**src/shared/ots_map.svh**
```systemverilog
// Purpose: Register offsets, reset values and timing counts for the transfer sequencer.
// Assumes: APB with 32-bit data, one register per aligned word.
// Notes:   Delay registers count millisecond ticks.
`ifndef OTS_MAP_SVH
`define OTS_MAP_SVH

`define OTS_CTRL_OFS       12'h000
`define OTS_STATUS_OFS     12'h004
`define OTS_IRQ_STAT_OFS   12'h008
`define OTS_IRQ_EN_OFS     12'h00c
`define OTS_IRQ_CLR_OFS    12'h010
`define OTS_PRESCALE_OFS   12'h014
`define OTS_INV_STOP_OFS   12'h018
`define OTS_UP_BYP_OFS     12'h01c
`define OTS_UP_OUT_OFS     12'h020
`define OTS_DN_BYP_OFS     12'h024
`define OTS_DN_OUT_OFS     12'h028
`define OTS_COMPLETE_OFS   12'h02c
`define OTS_ACQ_LIM_OFS    12'h030
`define OTS_HOLD_MIN_OFS   12'h034
`define OTS_FRQ_ON_OFS     12'h038
`define OTS_FRQ_OFF_OFS    12'h03c
`define OTS_PH_ON_OFS      12'h040
`define OTS_PH_OFF_OFS     12'h044
`define OTS_FRQ_BAND_OFS   12'h048
`define OTS_PH_BAND_OFS    12'h04c

// Control register fields.
`define OTS_CTRL_MODE_LSB  0
`define OTS_CTRL_BYP_LATCH 2
`define OTS_CTRL_OUT_LATCH 3

// Interrupt bit positions.
`define OTS_IRQ_DONE       0
`define OTS_IRQ_TIMEOUT    1
`define OTS_IRQ_ACK        2

// Reset values.
`define OTS_PRESCALE_RST   32'h0003_0d3f
`define OTS_DELAY_RST      16'h0000

// Pulse length of latch and unlatch outputs.
`define OTS_PULSE_TICKS    11'h3e8

`endif

```
**src/shared/ots_pkg.sv**
```systemverilog
// Purpose: Shared types for the transfer sequencer.
// Assumes: Included after ots_map.svh where offsets are needed.
// Notes:   Holds types only.
package ots_pkg;

  typedef enum logic [1:0] {
    OTS_MODE_OFF    = 2'h0,
    OTS_MODE_OPEN   = 2'h1,
    OTS_MODE_CLOSED = 2'h2
  } ots_mode_t;

  typedef enum logic [1:0] {
    OTS_IDLE,
    OTS_ACQUIRE,
    OTS_LOCKED,
    OTS_RUN
  } ots_state_t;

  // Contactor drive group.
  typedef struct packed {
    logic bypass_hold_out;
    logic bypass_close_pulse;
    logic bypass_open_pulse;
    logic output_hold_out;
    logic output_close_pulse;
    logic output_open_pulse;
  } ots_contactor_t;

  // Lock comparator inputs: signed errors in drive units.
  typedef struct packed {
    logic signed [15:0] freq_err;
    logic signed [15:0] phase_err;
  } ots_error_t;

endpackage

```
**src/rtl/ots_debounce.sv**
```systemverilog
// Purpose: Dead-band comparator with on and off debounce in millisecond ticks.
// Assumes: tick is a one-cycle enable; thresholds stable while used.
// Notes:   Output changes only on a tick after the raw state held long enough.
`timescale 1ns/1ps
`default_nettype none
module ots_debounce (
  // Clock and reset.
  input  wire logic               pclk,
  input  wire logic               presetn,
  // Tick and settings.
  input  wire logic               tick,
  input  wire logic signed [15:0] err,
  input  wire logic        [15:0] band,
  input  wire logic        [15:0] on_delay,
  input  wire logic        [15:0] off_delay,
  // Debounced lock.
  output logic                    lock
);

  logic [15:0] mag;
  logic        raw;
  logic [15:0] cnt;

  // Window test on the magnitude of the error.
  always_comb begin
    mag = err[15] ? 16'(-err) : 16'(err);
    raw = (mag <= band);
  end

  // Count ticks the raw state disagrees with the output; flip at the delay.
  always_ff @(posedge pclk or negedge presetn) begin
    if (!presetn) begin
      cnt  <= 16'h0000;
      lock <= 1'b0;
    end else if (tick) begin
      if (raw == lock) begin
        cnt <= 16'h0000;
      end else if (cnt + 16'h0001 >= (raw ? on_delay : off_delay)) begin
        cnt  <= 16'h0000;
        lock <= raw;
      end else begin
        cnt <= cnt + 16'h0001;
      end
    end
  end

endmodule
`default_nettype wire

```
**src/rtl/ots_sequencer.sv**
```systemverilog
// Purpose: Open-transition transfer sequencer with lock supervision and APB registers.
// Assumes: Inputs synchronous to pclk; pclk at 200 MHz.
// Notes:   Delays count millisecond ticks from the transfer-go rising edge.
`timescale 1ns/1ps
`default_nettype none
`include "ots_map.svh"

module ots_sequencer (
  // APB slave.
  input  wire logic                    pclk,
  input  wire logic                    presetn,
  input  wire logic                    psel,
  input  wire logic                    penable,
  input  wire logic                    pwrite,
  input  wire logic [11:0]             paddr,
  input  wire logic [31:0]             pwdata,
  output logic      [31:0]             prdata,
  output logic                         pready,
  output logic                         pslverr,
  // Transfer commands.
  input  wire logic                    transfer_execute_cmd,
  input  wire logic                    to_grid_request,
  input  wire logic                    to_drive_request,
  input  wire ots_pkg::ots_error_t     lock_error,
  // Drive and contactor controls.
  output logic                         sync_enable,
  output logic                         modulation_stop,
  output ots_pkg::ots_contactor_t      contactor,
  output logic                         lock_acknowledge,
  output logic                         sequence_complete,
  output logic                         irq
);

  // Registers.
  logic [3:0]  ctrl;
  logic [31:0] prescale;
  logic [15:0] inv_stop_ms, up_byp_ms, up_out_ms, dn_byp_ms, dn_out_ms, complete_ms;
  logic [15:0] lock_acquire_limit, lock_hold_minimum;
  logic [15:0] frq_on, frq_off, ph_on, ph_off, frq_band, ph_band;
  logic [2:0]  irq_stat, irq_en;

  // Sequencing state.
  ots_pkg::ots_state_t state;
  logic        dir_grid;
  logic        go_q;
  logic [31:0] pre_cnt;
  logic        tick;
  logic [15:0] seq_ms, acq_ms, hold_ms;
  logic [10:0] byp_pulse_ms, out_pulse_ms;
  logic        byp_close_p, byp_open_p, out_close_p, out_open_p;
  logic        byp_hold, out_hold;
  logic        freq_lock, phase_lock, both_lock;
  logic        timeout_fault;
  logic        wr, rd_ok;
  logic [2:0]  ev;
  logic        mode_open;
  logic        go_rise;

  assign wr        = psel & penable & pwrite;
  assign pready    = 1'b1;
  assign mode_open = (ctrl[1:0] == 2'(ots_pkg::OTS_MODE_OPEN));
  assign go_rise   = transfer_execute_cmd & ~go_q;
  assign both_lock = freq_lock & phase_lock;

  // Millisecond tick from the programmable prescaler.
  always_ff @(posedge pclk or negedge presetn) begin
    if (!presetn) begin
      pre_cnt <= 32'h0000_0000;
      tick    <= 1'b0;
    end else if (pre_cnt >= prescale) begin
      pre_cnt <= 32'h0000_0000;
      tick    <= 1'b1;
    end else begin
      pre_cnt <= pre_cnt + 32'h0000_0001;
      tick    <= 1'b0;
    end
  end

  // Frequency lock comparator and debounce.
  ots_debounce u_freq (
    .pclk      (pclk),
    .presetn   (presetn),
    .tick      (tick),
    .err       (lock_error.freq_err),
    .band      (frq_band),
    .on_delay  (frq_on),
    .off_delay (frq_off),
    .lock      (freq_lock)
  );

  // Phase lock comparator and debounce, band in degrees.
  ots_debounce u_phase (
    .pclk      (pclk),
    .presetn   (presetn),
    .tick      (tick),
    .err       (lock_error.phase_err),
    .band      (ph_band),
    .on_delay  (ph_on),
    .off_delay (ph_off),
    .lock      (phase_lock)
  );

  // Request, lock supervision and transfer state machine.
  always_ff @(posedge pclk or negedge presetn) begin
    if (!presetn) begin
      state         <= ots_pkg::OTS_IDLE;
      dir_grid      <= 1'b1;
      go_q          <= 1'b0;
      acq_ms        <= 16'h0000;
      hold_ms       <= 16'h0000;
      seq_ms        <= 16'h0000;
      timeout_fault <= 1'b0;
    end else begin
      go_q <= transfer_execute_cmd;
      if (!mode_open) begin
        state <= ots_pkg::OTS_IDLE;
      end else begin
        unique case (state)
          ots_pkg::OTS_IDLE: begin
            if (to_grid_request | to_drive_request) begin
              dir_grid      <= to_grid_request;
              acq_ms        <= 16'h0000;
              hold_ms       <= 16'h0000;
              timeout_fault <= 1'b0;
              state         <= ots_pkg::OTS_ACQUIRE;
            end
          end
          ots_pkg::OTS_ACQUIRE: begin
            if (tick) begin
              acq_ms  <= acq_ms + 16'h0001;
              hold_ms <= both_lock ? hold_ms + 16'h0001 : 16'h0000;
              if (both_lock && hold_ms + 16'h0001 >= lock_hold_minimum) begin
                state <= ots_pkg::OTS_LOCKED;
              end else if (acq_ms + 16'h0001 >= lock_acquire_limit) begin
                timeout_fault <= 1'b1;
                state         <= ots_pkg::OTS_IDLE;
              end
            end
          end
          ots_pkg::OTS_LOCKED: begin
            if (!(to_grid_request | to_drive_request)) begin
              state <= ots_pkg::OTS_IDLE;
            end else if (go_rise) begin
              seq_ms <= 16'h0000;
              state  <= ots_pkg::OTS_RUN;
            end else if (tick && !both_lock) begin
              hold_ms <= 16'h0000;
              state   <= ots_pkg::OTS_ACQUIRE;
            end
          end
          ots_pkg::OTS_RUN: begin
            if (tick) begin
              if (seq_ms + 16'h0001 >= complete_ms) begin
                seq_ms <= 16'h0000;
                state  <= ots_pkg::OTS_IDLE;
              end else begin
                seq_ms <= seq_ms + 16'h0001;
              end
            end
          end
        endcase
      end
    end
  end

  // Sequence points reached on a tick inside a run.
  logic run_tick;
  logic hit_stop, hit_byp, hit_out, hit_done;
  assign run_tick = (state == ots_pkg::OTS_RUN) & tick;
  assign hit_stop = run_tick & (seq_ms + 16'h0001 == inv_stop_ms);
  assign hit_byp  = run_tick & (seq_ms + 16'h0001 == (dir_grid ? up_byp_ms : dn_byp_ms));
  assign hit_out  = run_tick & (seq_ms + 16'h0001 == (dir_grid ? up_out_ms : dn_out_ms));
  assign hit_done = run_tick & (seq_ms + 16'h0001 >= complete_ms);

  // Modulation stop and completion flags.
  always_ff @(posedge pclk or negedge presetn) begin
    if (!presetn) begin
      modulation_stop   <= 1'b0;
      sequence_complete <= 1'b0;
    end else begin
      if (hit_stop && dir_grid) begin
        modulation_stop <= 1'b1;
      end else if (state == ots_pkg::OTS_ACQUIRE) begin
        modulation_stop <= 1'b0;
      end
      if (hit_done) begin
        sequence_complete <= 1'b1;
      end else if (state == ots_pkg::OTS_ACQUIRE) begin
        sequence_complete <= 1'b0;
      end
    end
  end

  // Maintained outputs; a timeout leaves them as they are.
  always_ff @(posedge pclk or negedge presetn) begin
    if (!presetn) begin
      byp_hold <= 1'b0;
      out_hold <= 1'b0;
    end else begin
      if (hit_byp) begin
        byp_hold <= dir_grid;
      end
      if (hit_out) begin
        out_hold <= ~dir_grid;
      end
    end
  end

  // One-second latch and unlatch pulses, one timer per contactor.
  always_ff @(posedge pclk or negedge presetn) begin
    if (!presetn) begin
      byp_pulse_ms <= 11'h000;
      out_pulse_ms <= 11'h000;
      byp_close_p  <= 1'b0;
      byp_open_p   <= 1'b0;
      out_close_p  <= 1'b0;
      out_open_p   <= 1'b0;
    end else begin
      if (hit_byp && ctrl[`OTS_CTRL_BYP_LATCH]) begin
        byp_pulse_ms <= `OTS_PULSE_TICKS;
        byp_close_p  <= dir_grid;
        byp_open_p   <= ~dir_grid;
      end else if (tick && byp_pulse_ms != 11'h000) begin
        byp_pulse_ms <= byp_pulse_ms - 11'h001;
        if (byp_pulse_ms == 11'h001) begin
          byp_close_p <= 1'b0;
          byp_open_p  <= 1'b0;
        end
      end
      if (hit_out && ctrl[`OTS_CTRL_OUT_LATCH]) begin
        out_pulse_ms <= `OTS_PULSE_TICKS;
        out_close_p  <= ~dir_grid;
        out_open_p   <= dir_grid;
      end else if (tick && out_pulse_ms != 11'h000) begin
        out_pulse_ms <= out_pulse_ms - 11'h001;
        if (out_pulse_ms == 11'h001) begin
          out_close_p <= 1'b0;
          out_open_p  <= 1'b0;
        end
      end
    end
  end

  // Contactor group; maintained outputs silent when latch style chosen.
  always_comb begin
    contactor.bypass_hold_out    = byp_hold & ~ctrl[`OTS_CTRL_BYP_LATCH];
    contactor.bypass_close_pulse = byp_close_p;
    contactor.bypass_open_pulse  = byp_open_p;
    contactor.output_hold_out    = out_hold & ~ctrl[`OTS_CTRL_OUT_LATCH];
    contactor.output_close_pulse = out_close_p;
    contactor.output_open_pulse  = out_open_p;
  end

  assign lock_acknowledge = (state == ots_pkg::OTS_LOCKED);
  assign sync_enable      = (state == ots_pkg::OTS_ACQUIRE) | (state == ots_pkg::OTS_LOCKED);

  // Events for the interrupt status register.
  logic ack_q;
  always_ff @(posedge pclk or negedge presetn) begin
    if (!presetn) begin
      ack_q <= 1'b0;
    end else begin
      ack_q <= lock_acknowledge;
    end
  end
  assign ev[`OTS_IRQ_DONE]    = hit_done;
  // Mirrors the acquire branch except for its mode check, so an expiry on a tick with the mode not open also flags.
  assign ev[`OTS_IRQ_TIMEOUT] = (state == ots_pkg::OTS_ACQUIRE) & tick &
                                ~(both_lock & (hold_ms + 16'h0001 >= lock_hold_minimum)) &
                                (acq_ms + 16'h0001 >= lock_acquire_limit);
  assign ev[`OTS_IRQ_ACK]     = lock_acknowledge & ~ack_q;

  // Sticky status; a new event wins over a clear in the same cycle.
  always_ff @(posedge pclk or negedge presetn) begin
    if (!presetn) begin
      irq_stat <= 3'h0;
    end else begin
      irq_stat <= (irq_stat & ~((wr && paddr == `OTS_IRQ_CLR_OFS) ? pwdata[2:0] : 3'h0)) | ev;
    end
  end
  assign irq = |(irq_stat & irq_en);

  // Register writes.
  always_ff @(posedge pclk or negedge presetn) begin
    if (!presetn) begin
      ctrl               <= 4'h0;
      irq_en             <= 3'h0;
      prescale           <= 32'(`OTS_PRESCALE_RST);
      inv_stop_ms        <= `OTS_DELAY_RST;
      up_byp_ms          <= `OTS_DELAY_RST;
      up_out_ms          <= `OTS_DELAY_RST;
      dn_byp_ms          <= `OTS_DELAY_RST;
      dn_out_ms          <= `OTS_DELAY_RST;
      complete_ms        <= `OTS_DELAY_RST;
      lock_acquire_limit <= `OTS_DELAY_RST;
      lock_hold_minimum  <= `OTS_DELAY_RST;
      frq_on             <= `OTS_DELAY_RST;
      frq_off            <= `OTS_DELAY_RST;
      ph_on              <= `OTS_DELAY_RST;
      ph_off             <= `OTS_DELAY_RST;
      frq_band           <= `OTS_DELAY_RST;
      ph_band            <= `OTS_DELAY_RST;
    end else if (wr) begin
      unique case (paddr)
        `OTS_CTRL_OFS:     ctrl               <= pwdata[3:0];
        `OTS_IRQ_EN_OFS:   irq_en             <= pwdata[2:0];
        `OTS_PRESCALE_OFS: prescale           <= pwdata;
        `OTS_INV_STOP_OFS: inv_stop_ms        <= pwdata[15:0];
        `OTS_UP_BYP_OFS:   up_byp_ms          <= pwdata[15:0];
        `OTS_UP_OUT_OFS:   up_out_ms          <= pwdata[15:0];
        `OTS_DN_BYP_OFS:   dn_byp_ms          <= pwdata[15:0];
        `OTS_DN_OUT_OFS:   dn_out_ms          <= pwdata[15:0];
        `OTS_COMPLETE_OFS: complete_ms        <= pwdata[15:0];
        `OTS_ACQ_LIM_OFS:  lock_acquire_limit <= pwdata[15:0];
        `OTS_HOLD_MIN_OFS: lock_hold_minimum  <= pwdata[15:0];
        `OTS_FRQ_ON_OFS:   frq_on             <= pwdata[15:0];
        `OTS_FRQ_OFF_OFS:  frq_off            <= pwdata[15:0];
        `OTS_PH_ON_OFS:    ph_on              <= pwdata[15:0];
        `OTS_PH_OFF_OFS:   ph_off             <= pwdata[15:0];
        `OTS_FRQ_BAND_OFS: frq_band           <= pwdata[15:0];
        `OTS_PH_BAND_OFS:  ph_band            <= pwdata[15:0];
        default: ;
      endcase
    end
  end

  // Read mux; unmapped addresses read zero and flag an error.
  logic [31:0] rdata;
  always_comb begin
    rd_ok = 1'b1;
    unique case (paddr)
      `OTS_CTRL_OFS:     rdata = {28'h0, ctrl};
      `OTS_STATUS_OFS:   rdata = {24'h0, freq_lock, phase_lock, timeout_fault,
                                  sequence_complete, modulation_stop, lock_acknowledge,
                                  2'(state)};
      `OTS_IRQ_STAT_OFS: rdata = {29'h0, irq_stat};
      `OTS_IRQ_EN_OFS:   rdata = {29'h0, irq_en};
      `OTS_IRQ_CLR_OFS:  rdata = 32'h0;
      `OTS_PRESCALE_OFS: rdata = prescale;
      `OTS_INV_STOP_OFS: rdata = {16'h0, inv_stop_ms};
      `OTS_UP_BYP_OFS:   rdata = {16'h0, up_byp_ms};
      `OTS_UP_OUT_OFS:   rdata = {16'h0, up_out_ms};
      `OTS_DN_BYP_OFS:   rdata = {16'h0, dn_byp_ms};
      `OTS_DN_OUT_OFS:   rdata = {16'h0, dn_out_ms};
      `OTS_COMPLETE_OFS: rdata = {16'h0, complete_ms};
      `OTS_ACQ_LIM_OFS:  rdata = {16'h0, lock_acquire_limit};
      `OTS_HOLD_MIN_OFS: rdata = {16'h0, lock_hold_minimum};
      `OTS_FRQ_ON_OFS:   rdata = {16'h0, frq_on};
      `OTS_FRQ_OFF_OFS:  rdata = {16'h0, frq_off};
      `OTS_PH_ON_OFS:    rdata = {16'h0, ph_on};
      `OTS_PH_OFF_OFS:   rdata = {16'h0, ph_off};
      `OTS_FRQ_BAND_OFS: rdata = {16'h0, frq_band};
      `OTS_PH_BAND_OFS:  rdata = {16'h0, ph_band};
      default: begin
        rdata = 32'h0;
        rd_ok = 1'b0;
      end
    endcase
  end

  assign prdata  = rdata;
  assign pslverr = psel & penable & ~rd_ok;

endmodule
`default_nettype wire

```
**config.mk**
```make
export PLATFORM = sky130hd
export DESIGN_NAME = ots_sequencer
export DESIGN_NICKNAME = d
export VERILOG_FILES = /design/src/shared/ots_pkg.sv /design/src/rtl/ots_debounce.sv /design/src/rtl/ots_sequencer.sv
export VERILOG_INCLUDE_DIRS = /design/src /design/src/shared
export SDC_FILE = /design/constraint.sdc
export NUM_CORES = 1
export LEC_CHECK = 0
export BUFFER_PORTS_ARGS = -buffer_cell sky130_fd_sc_hd__buf_4
export CAP_MARGIN = 25
export CORE_UTILIZATION = 45
export DETAILED_ROUTE_END_ITERATION = 8
export REMOVE_ABC_BUFFERS = 1
export SYNTH_ARGS = -nofsm -noshare
export SYNTH_HDL_FRONTEND = slang
export SYNTH_SLANG_ARGS = --single-unit
```
**constraint.sdc**
```tcl
create_clock -name pclk -period 5.4 [get_ports pclk]
set_input_delay 0 -clock pclk [delete_from_list [all_inputs] [get_ports pclk]]
set_output_delay 0 -clock pclk [all_outputs]
set_load 0.02 [all_outputs]
```
==> run summary <==
TritonCTS built the clock tree. The synthesized design contains 0 enable-type register cells. Between clock sinks in the finished design, the worst skew comes to 0.02586 ns. In this run the remaining antenna-violating nets after routing total 0. In the final routed layout, each cell accounts on average for 24.67 um.

The wire-length estimate of the detail-placed layout is 61,010 um. The horizontal extent of the die is 240.5 um. The initial utilization of the core area, before any placement, comes to 0.4549. The clock passes through at most 3 buffers.

The routed layout has 20.78k vias. The post-CTS setup buffer count is 0. The static leakage came out at 14.50 nW. The number of warnings issued by yosys came out at 0. Among all flip-flop cells after synthesis, the most frequent one is sky130_fd_sc_hd__dfrtp_1. The count of routing violations after the opening detailed-route iteration came out at 2,077.

STA classifies the critical path startpoint as an input port. The average size of a mapped cell is 10.19 um2. The count of buffers inserted at the top-level ports is 127. The area share of the leading cell type in the synthesized netlist is 0.3959. The unique cell type count in the Yosys netlist came out at 80.

The largest driver fanout on the critical path is 5. The first-pass GRT wire length came out at 128,300 um. The core footprint is 56,280 um2.

The repair_antennas step left the layout with diodes totalling 0. Sorting the synthesized cells by how often they occur yields sky130_fd_sc_hd__dfrtp_1 (405), sky130_fd_sc_hd__nand2_1 (206), sky130_fd_sc_hd__mux2_2 (190). The element type at the critical path end is a flip-flop. 129 I/O pins were placed. Counting cells, the worst reg-to-reg path comes to 14. The most common cell in the synthesized netlist is sky130_fd_sc_hd__dfrtp_1. Ranked by total cell area, the synthesized netlist is headed by sky130_fd_sc_hd__dfrtp_1 (40%), sky130_fd_sc_hd__mux2_2 (8.4%), sky130_fd_sc_hd__ha_1 (7.8%), sky130_fd_sc_hd__xnor2_1 (3.5%), sky130_fd_sc_hd__mux2i_1 (3.4%). The area of the die came out at 57,850 um2. The congestion estimate from routability-driven global placement came to 0.9649. The aggregate global-route resource usage is 0.2969.

The row count is 87. The clock root buffer is sky130_fd_sc_hd__clkbuf_16. STA puts the critical path data required time at 5.93 ns. The number of max-slew violations in the final report came out at 0. The flip-flop and latch area came out at 10,450 um2. The clock edge transition at the registers on the reported setup and hold paths came out at 0.06 ns. The instance count along the most critical hold path came out at 5. The worst register-to-register path ends at seq_ms[12]$_DFFE_PN0P_. The area added between synthesis and finish came out at 15.47%. The number of fill cells came out at 5,031. In this run the most critical hold path is launched from to_drive_request. Counting every instance in the synthesized netlist gives 2,512. The final count of hold timing violations is 0. The startpoint identified for the worst register-to-register timing path is seq_ms[0]$_DFFE_PN0P_. For this run, design rule violations remaining after detail routing come to 0.

Of all cell types, the one taking the most synthesized area is sky130_fd_sc_hd__dfrtp_1. Setup repair after global routing left no endpoint under its margin. The final wirelength came out at 85,110 um. The flow ran to the end, and the final reports show no timing, DRC or antenna violations.

The maximum vdd ir drop came out at 0.0002267 V. In the final layout, the share of cells above drive strength 1 is 0.2004. The total power draw came out at 7.033 mW. The largest registers in the layout are pre_cnt: 32 flops, prescale: 32 flops. The worst pin sits at a relative slew slack of 0.2349. The via density per instance is 6.023.

The number of buffers added by the clock tree synthesis step is 50. The TritonCTS sink count is 417. The sequential area share after synthesis came out at 0.4082. For the finished layout, the period the worst path requires is 5.056 ns. The die extent in y is 240.5 um. The register-to-register setup slack came out at 0.88 ns. After the last flow step, the layout net total stands at 2,899. Timing analysis after detailed placement gives a worst setup slack of -0.2303 ns. The post-synthesis sequential element count came out at 417. The destination of the worst hold path is state[0]$_DFFE_PN0P_. In this run the number of H-tree levels came out at 2. The worst hold path belongs to the class in2reg. The remaining global-route overflow came out at 0. Setup violations remaining at the end of the flow were counted as 0. Timing would allow up to 197.8 MHz.

The arrival time at the worst endpoint is 5.59 ns. The power per unit of standard cell area came out at 237.9 nW/um2. The largest net degree at the start of global routing is 148. The total area of multi-input combinational cells is 14,040 um2. The cell area after synthesis came out at 25,600 um2. Dividing the final minimum period by the clock period gives 0.9362. The clock latency on the worst-skew pair came out at 0.61 ns. The transition time at the pin with the least slew margin is 1.143 ns. The tool flagged a number of max-cap violations equal to 0.

By startpoint and endpoint, the worst setup path is classified as in2reg. The number of antenna violations at the first check in global routing came out at 0. The number of iterations in the first detailed-routing pass came out at 8. Counting flops with an async set or reset pin after synthesis yields a share of 1.000. The number of global-route vias before repair came to 20.41k. The worst path setup slack after routing is 0.3445 ns.
what timing repair did:
action,in CTS,in global routing
endpoints found under the hold margin,364,0
gates resized for setup,0,5
hold buffers,36,0
endpoints found under the setup margin,0,12
layout by cell type, fill, tap and decap left out, types with 14 or more instances in the layout:
| cell | instances |
|---|---|
| sky130_fd_sc_hd__a21o_1 | 34 |
| sky130_fd_sc_hd__a222oi_1 | 27 |
| sky130_fd_sc_hd__mux2i_1 | 86 |
| sky130_fd_sc_hd__nand4_1 | 52 |
| sky130_fd_sc_hd__dlygate4sd3_1 | 36 |
| sky130_fd_sc_hd__nor3_1 | 75 |
| sky130_fd_sc_hd__ha_1 | 160 |
| sky130_fd_sc_hd__a21oi_1 | 52 |
| sky130_fd_sc_hd__or3_1 | 14 |
| sky130_fd_sc_hd__mux2_2 | 190 |
| sky130_fd_sc_hd__clkbuf_8 | 15 |
| sky130_fd_sc_hd__a221oi_1 | 32 |
| sky130_fd_sc_hd__nand2_1 | 206 |
| sky130_fd_sc_hd__nand2b_1 | 21 |
| sky130_fd_sc_hd__nor2b_1 | 18 |
| sky130_fd_sc_hd__buf_4 | 193 |
| sky130_fd_sc_hd__and2_1 | 19 |
| sky130_fd_sc_hd__o21ai_0 | 165 |
| sky130_fd_sc_hd__o31ai_1 | 19 |
| sky130_fd_sc_hd__clkbuf_16 | 51 |
| sky130_fd_sc_hd__xnor2_1 | 102 |
| sky130_fd_sc_hd__inv_1 | 140 |
| sky130_fd_sc_hd__nor2_1 | 81 |
| sky130_fd_sc_hd__o41ai_1 | 15 |
| sky130_fd_sc_hd__and3_1 | 42 |
| sky130_fd_sc_hd__a22o_1 | 62 |
| sky130_fd_sc_hd__xor2_1 | 75 |
| sky130_fd_sc_hd__nand3_1 | 73 |
| sky130_fd_sc_hd__dfrtp_1 | 404 |
cells by family after synthesis:
family | after synthesis | share of synthesized area
AO/OA/AOI/OAI | 490 | 0.1327
XOR/XNOR | 188 | 0.06999
adder cells (fa/ha/maj) | 160 | 0.07820
buffers and inverters | 283 | 0.04663
flip-flops | 417 | 0.4082
multiplexers | 277 | 0.1176
other | 1 | 0.0001465
AND/OR/NAND/NOR | 696 | 0.1465
power by group:
part,switching [mW],internal (mW)
Sequential,0.00530,3.13
Clock,1.40,2.12
Combinational,0.240,0.136
layer usage:
metal / global-route usage / up-vias / share of wire
met5: 0 / - / 0
met4: 0.1287 / 0 / 0.047
li1: - / 9431 / -
met1: 0.4071 / 10390 / 0.43
met2: 0.4554 / 777 / 0.44
met3: 0.05752 / 183 / 0.077
worst max path at each step:
stage / startpoint / endpoint
final: lock_error[3] / u_phase.cnt[2]$_DFFE_PN0P_
after global routing: lock_error[3] / u_phase.cnt[2]$_DFFE_PN0P_
after CTS: lock_error[3] / u_phase.cnt[2]$_DFFE_PN0P_
after detailed placement: lock_error[3] / u_phase.cnt[13]$_DFFE_PN0P_
after global placement: lock_error[3] / u_phase.cnt[2]$_DFFE_PN0P_
after floorplan: lock_error[3] / u_phase.cnt[10]$_DFFE_PN0P_
per-stage QoR:
stage | instance area [um2] | util | TNS, ns | hold WS [ns] | instances
5_1_grt | 29560 | 0.5253 | 0 | 0.05425 | 3450
3_3_place_gp | 27450 | 0.4878 | -0.2607 | 0.1209 | 3321
2_1_floorplan | 24930 | - | -9.188 | -0.2956 | 2369
6_report | 29560 | 0.5253 | 0 | 0.03691 | 3450
4_1_cts | 29530 | 0.5248 | 0 | 0.01852 | 3449
3_5_place_dp | 27470 | 0.4881 | -3.633 | 0.1228 | 3322
critical path, stage by stage:
cell	delay, ns
sky130_fd_sc_hd__buf_4	0.11
sky130_fd_sc_hd__or4_1	0.54
sky130_fd_sc_hd__or4_1	0.45
sky130_fd_sc_hd__or3_1	0.35
sky130_fd_sc_hd__o31ai_1	0.28
sky130_fd_sc_hd__xnor2_1	0.12
sky130_fd_sc_hd__ha_1	0.31
sky130_fd_sc_hd__nand4_1	0.18
sky130_fd_sc_hd__nor4_2	0.38
sky130_fd_sc_hd__nor3_1	0.08
sky130_fd_sc_hd__o31ai_1	0.09
sky130_fd_sc_hd__and2_2	0.25
sky130_fd_sc_hd__buf_4	0.15
sky130_fd_sc_hd__mux2i_1	0.21
sky130_fd_sc_hd__ha_1	0.27
sky130_fd_sc_hd__a21o_1	0.19
sky130_fd_sc_hd__a211oi_1	0.22
sky130_fd_sc_hd__a2111oi_0	0.14
sky130_fd_sc_hd__a2111o_1	0.50
sky130_fd_sc_hd__buf_4	0.18
sky130_fd_sc_hd__o41ai_1	0.37
sky130_fd_sc_hd__a22o_1	0.19
cell type report:
| cell class | count | area share |
|---|---|---|
| multi-input combinational | 1812 | 0.4748 |
| inverter | 140 | 0.01778 |
| tap | 756 | 0.03200 |
| sequential | 417 | 0.3535 |
| clock buffer | 75 | 0.05130 |
| timing repair buffer | 234 | 0.06425 |
| clock inverter | 16 | 0.006306 |
(Power assumes the default switching activity.)
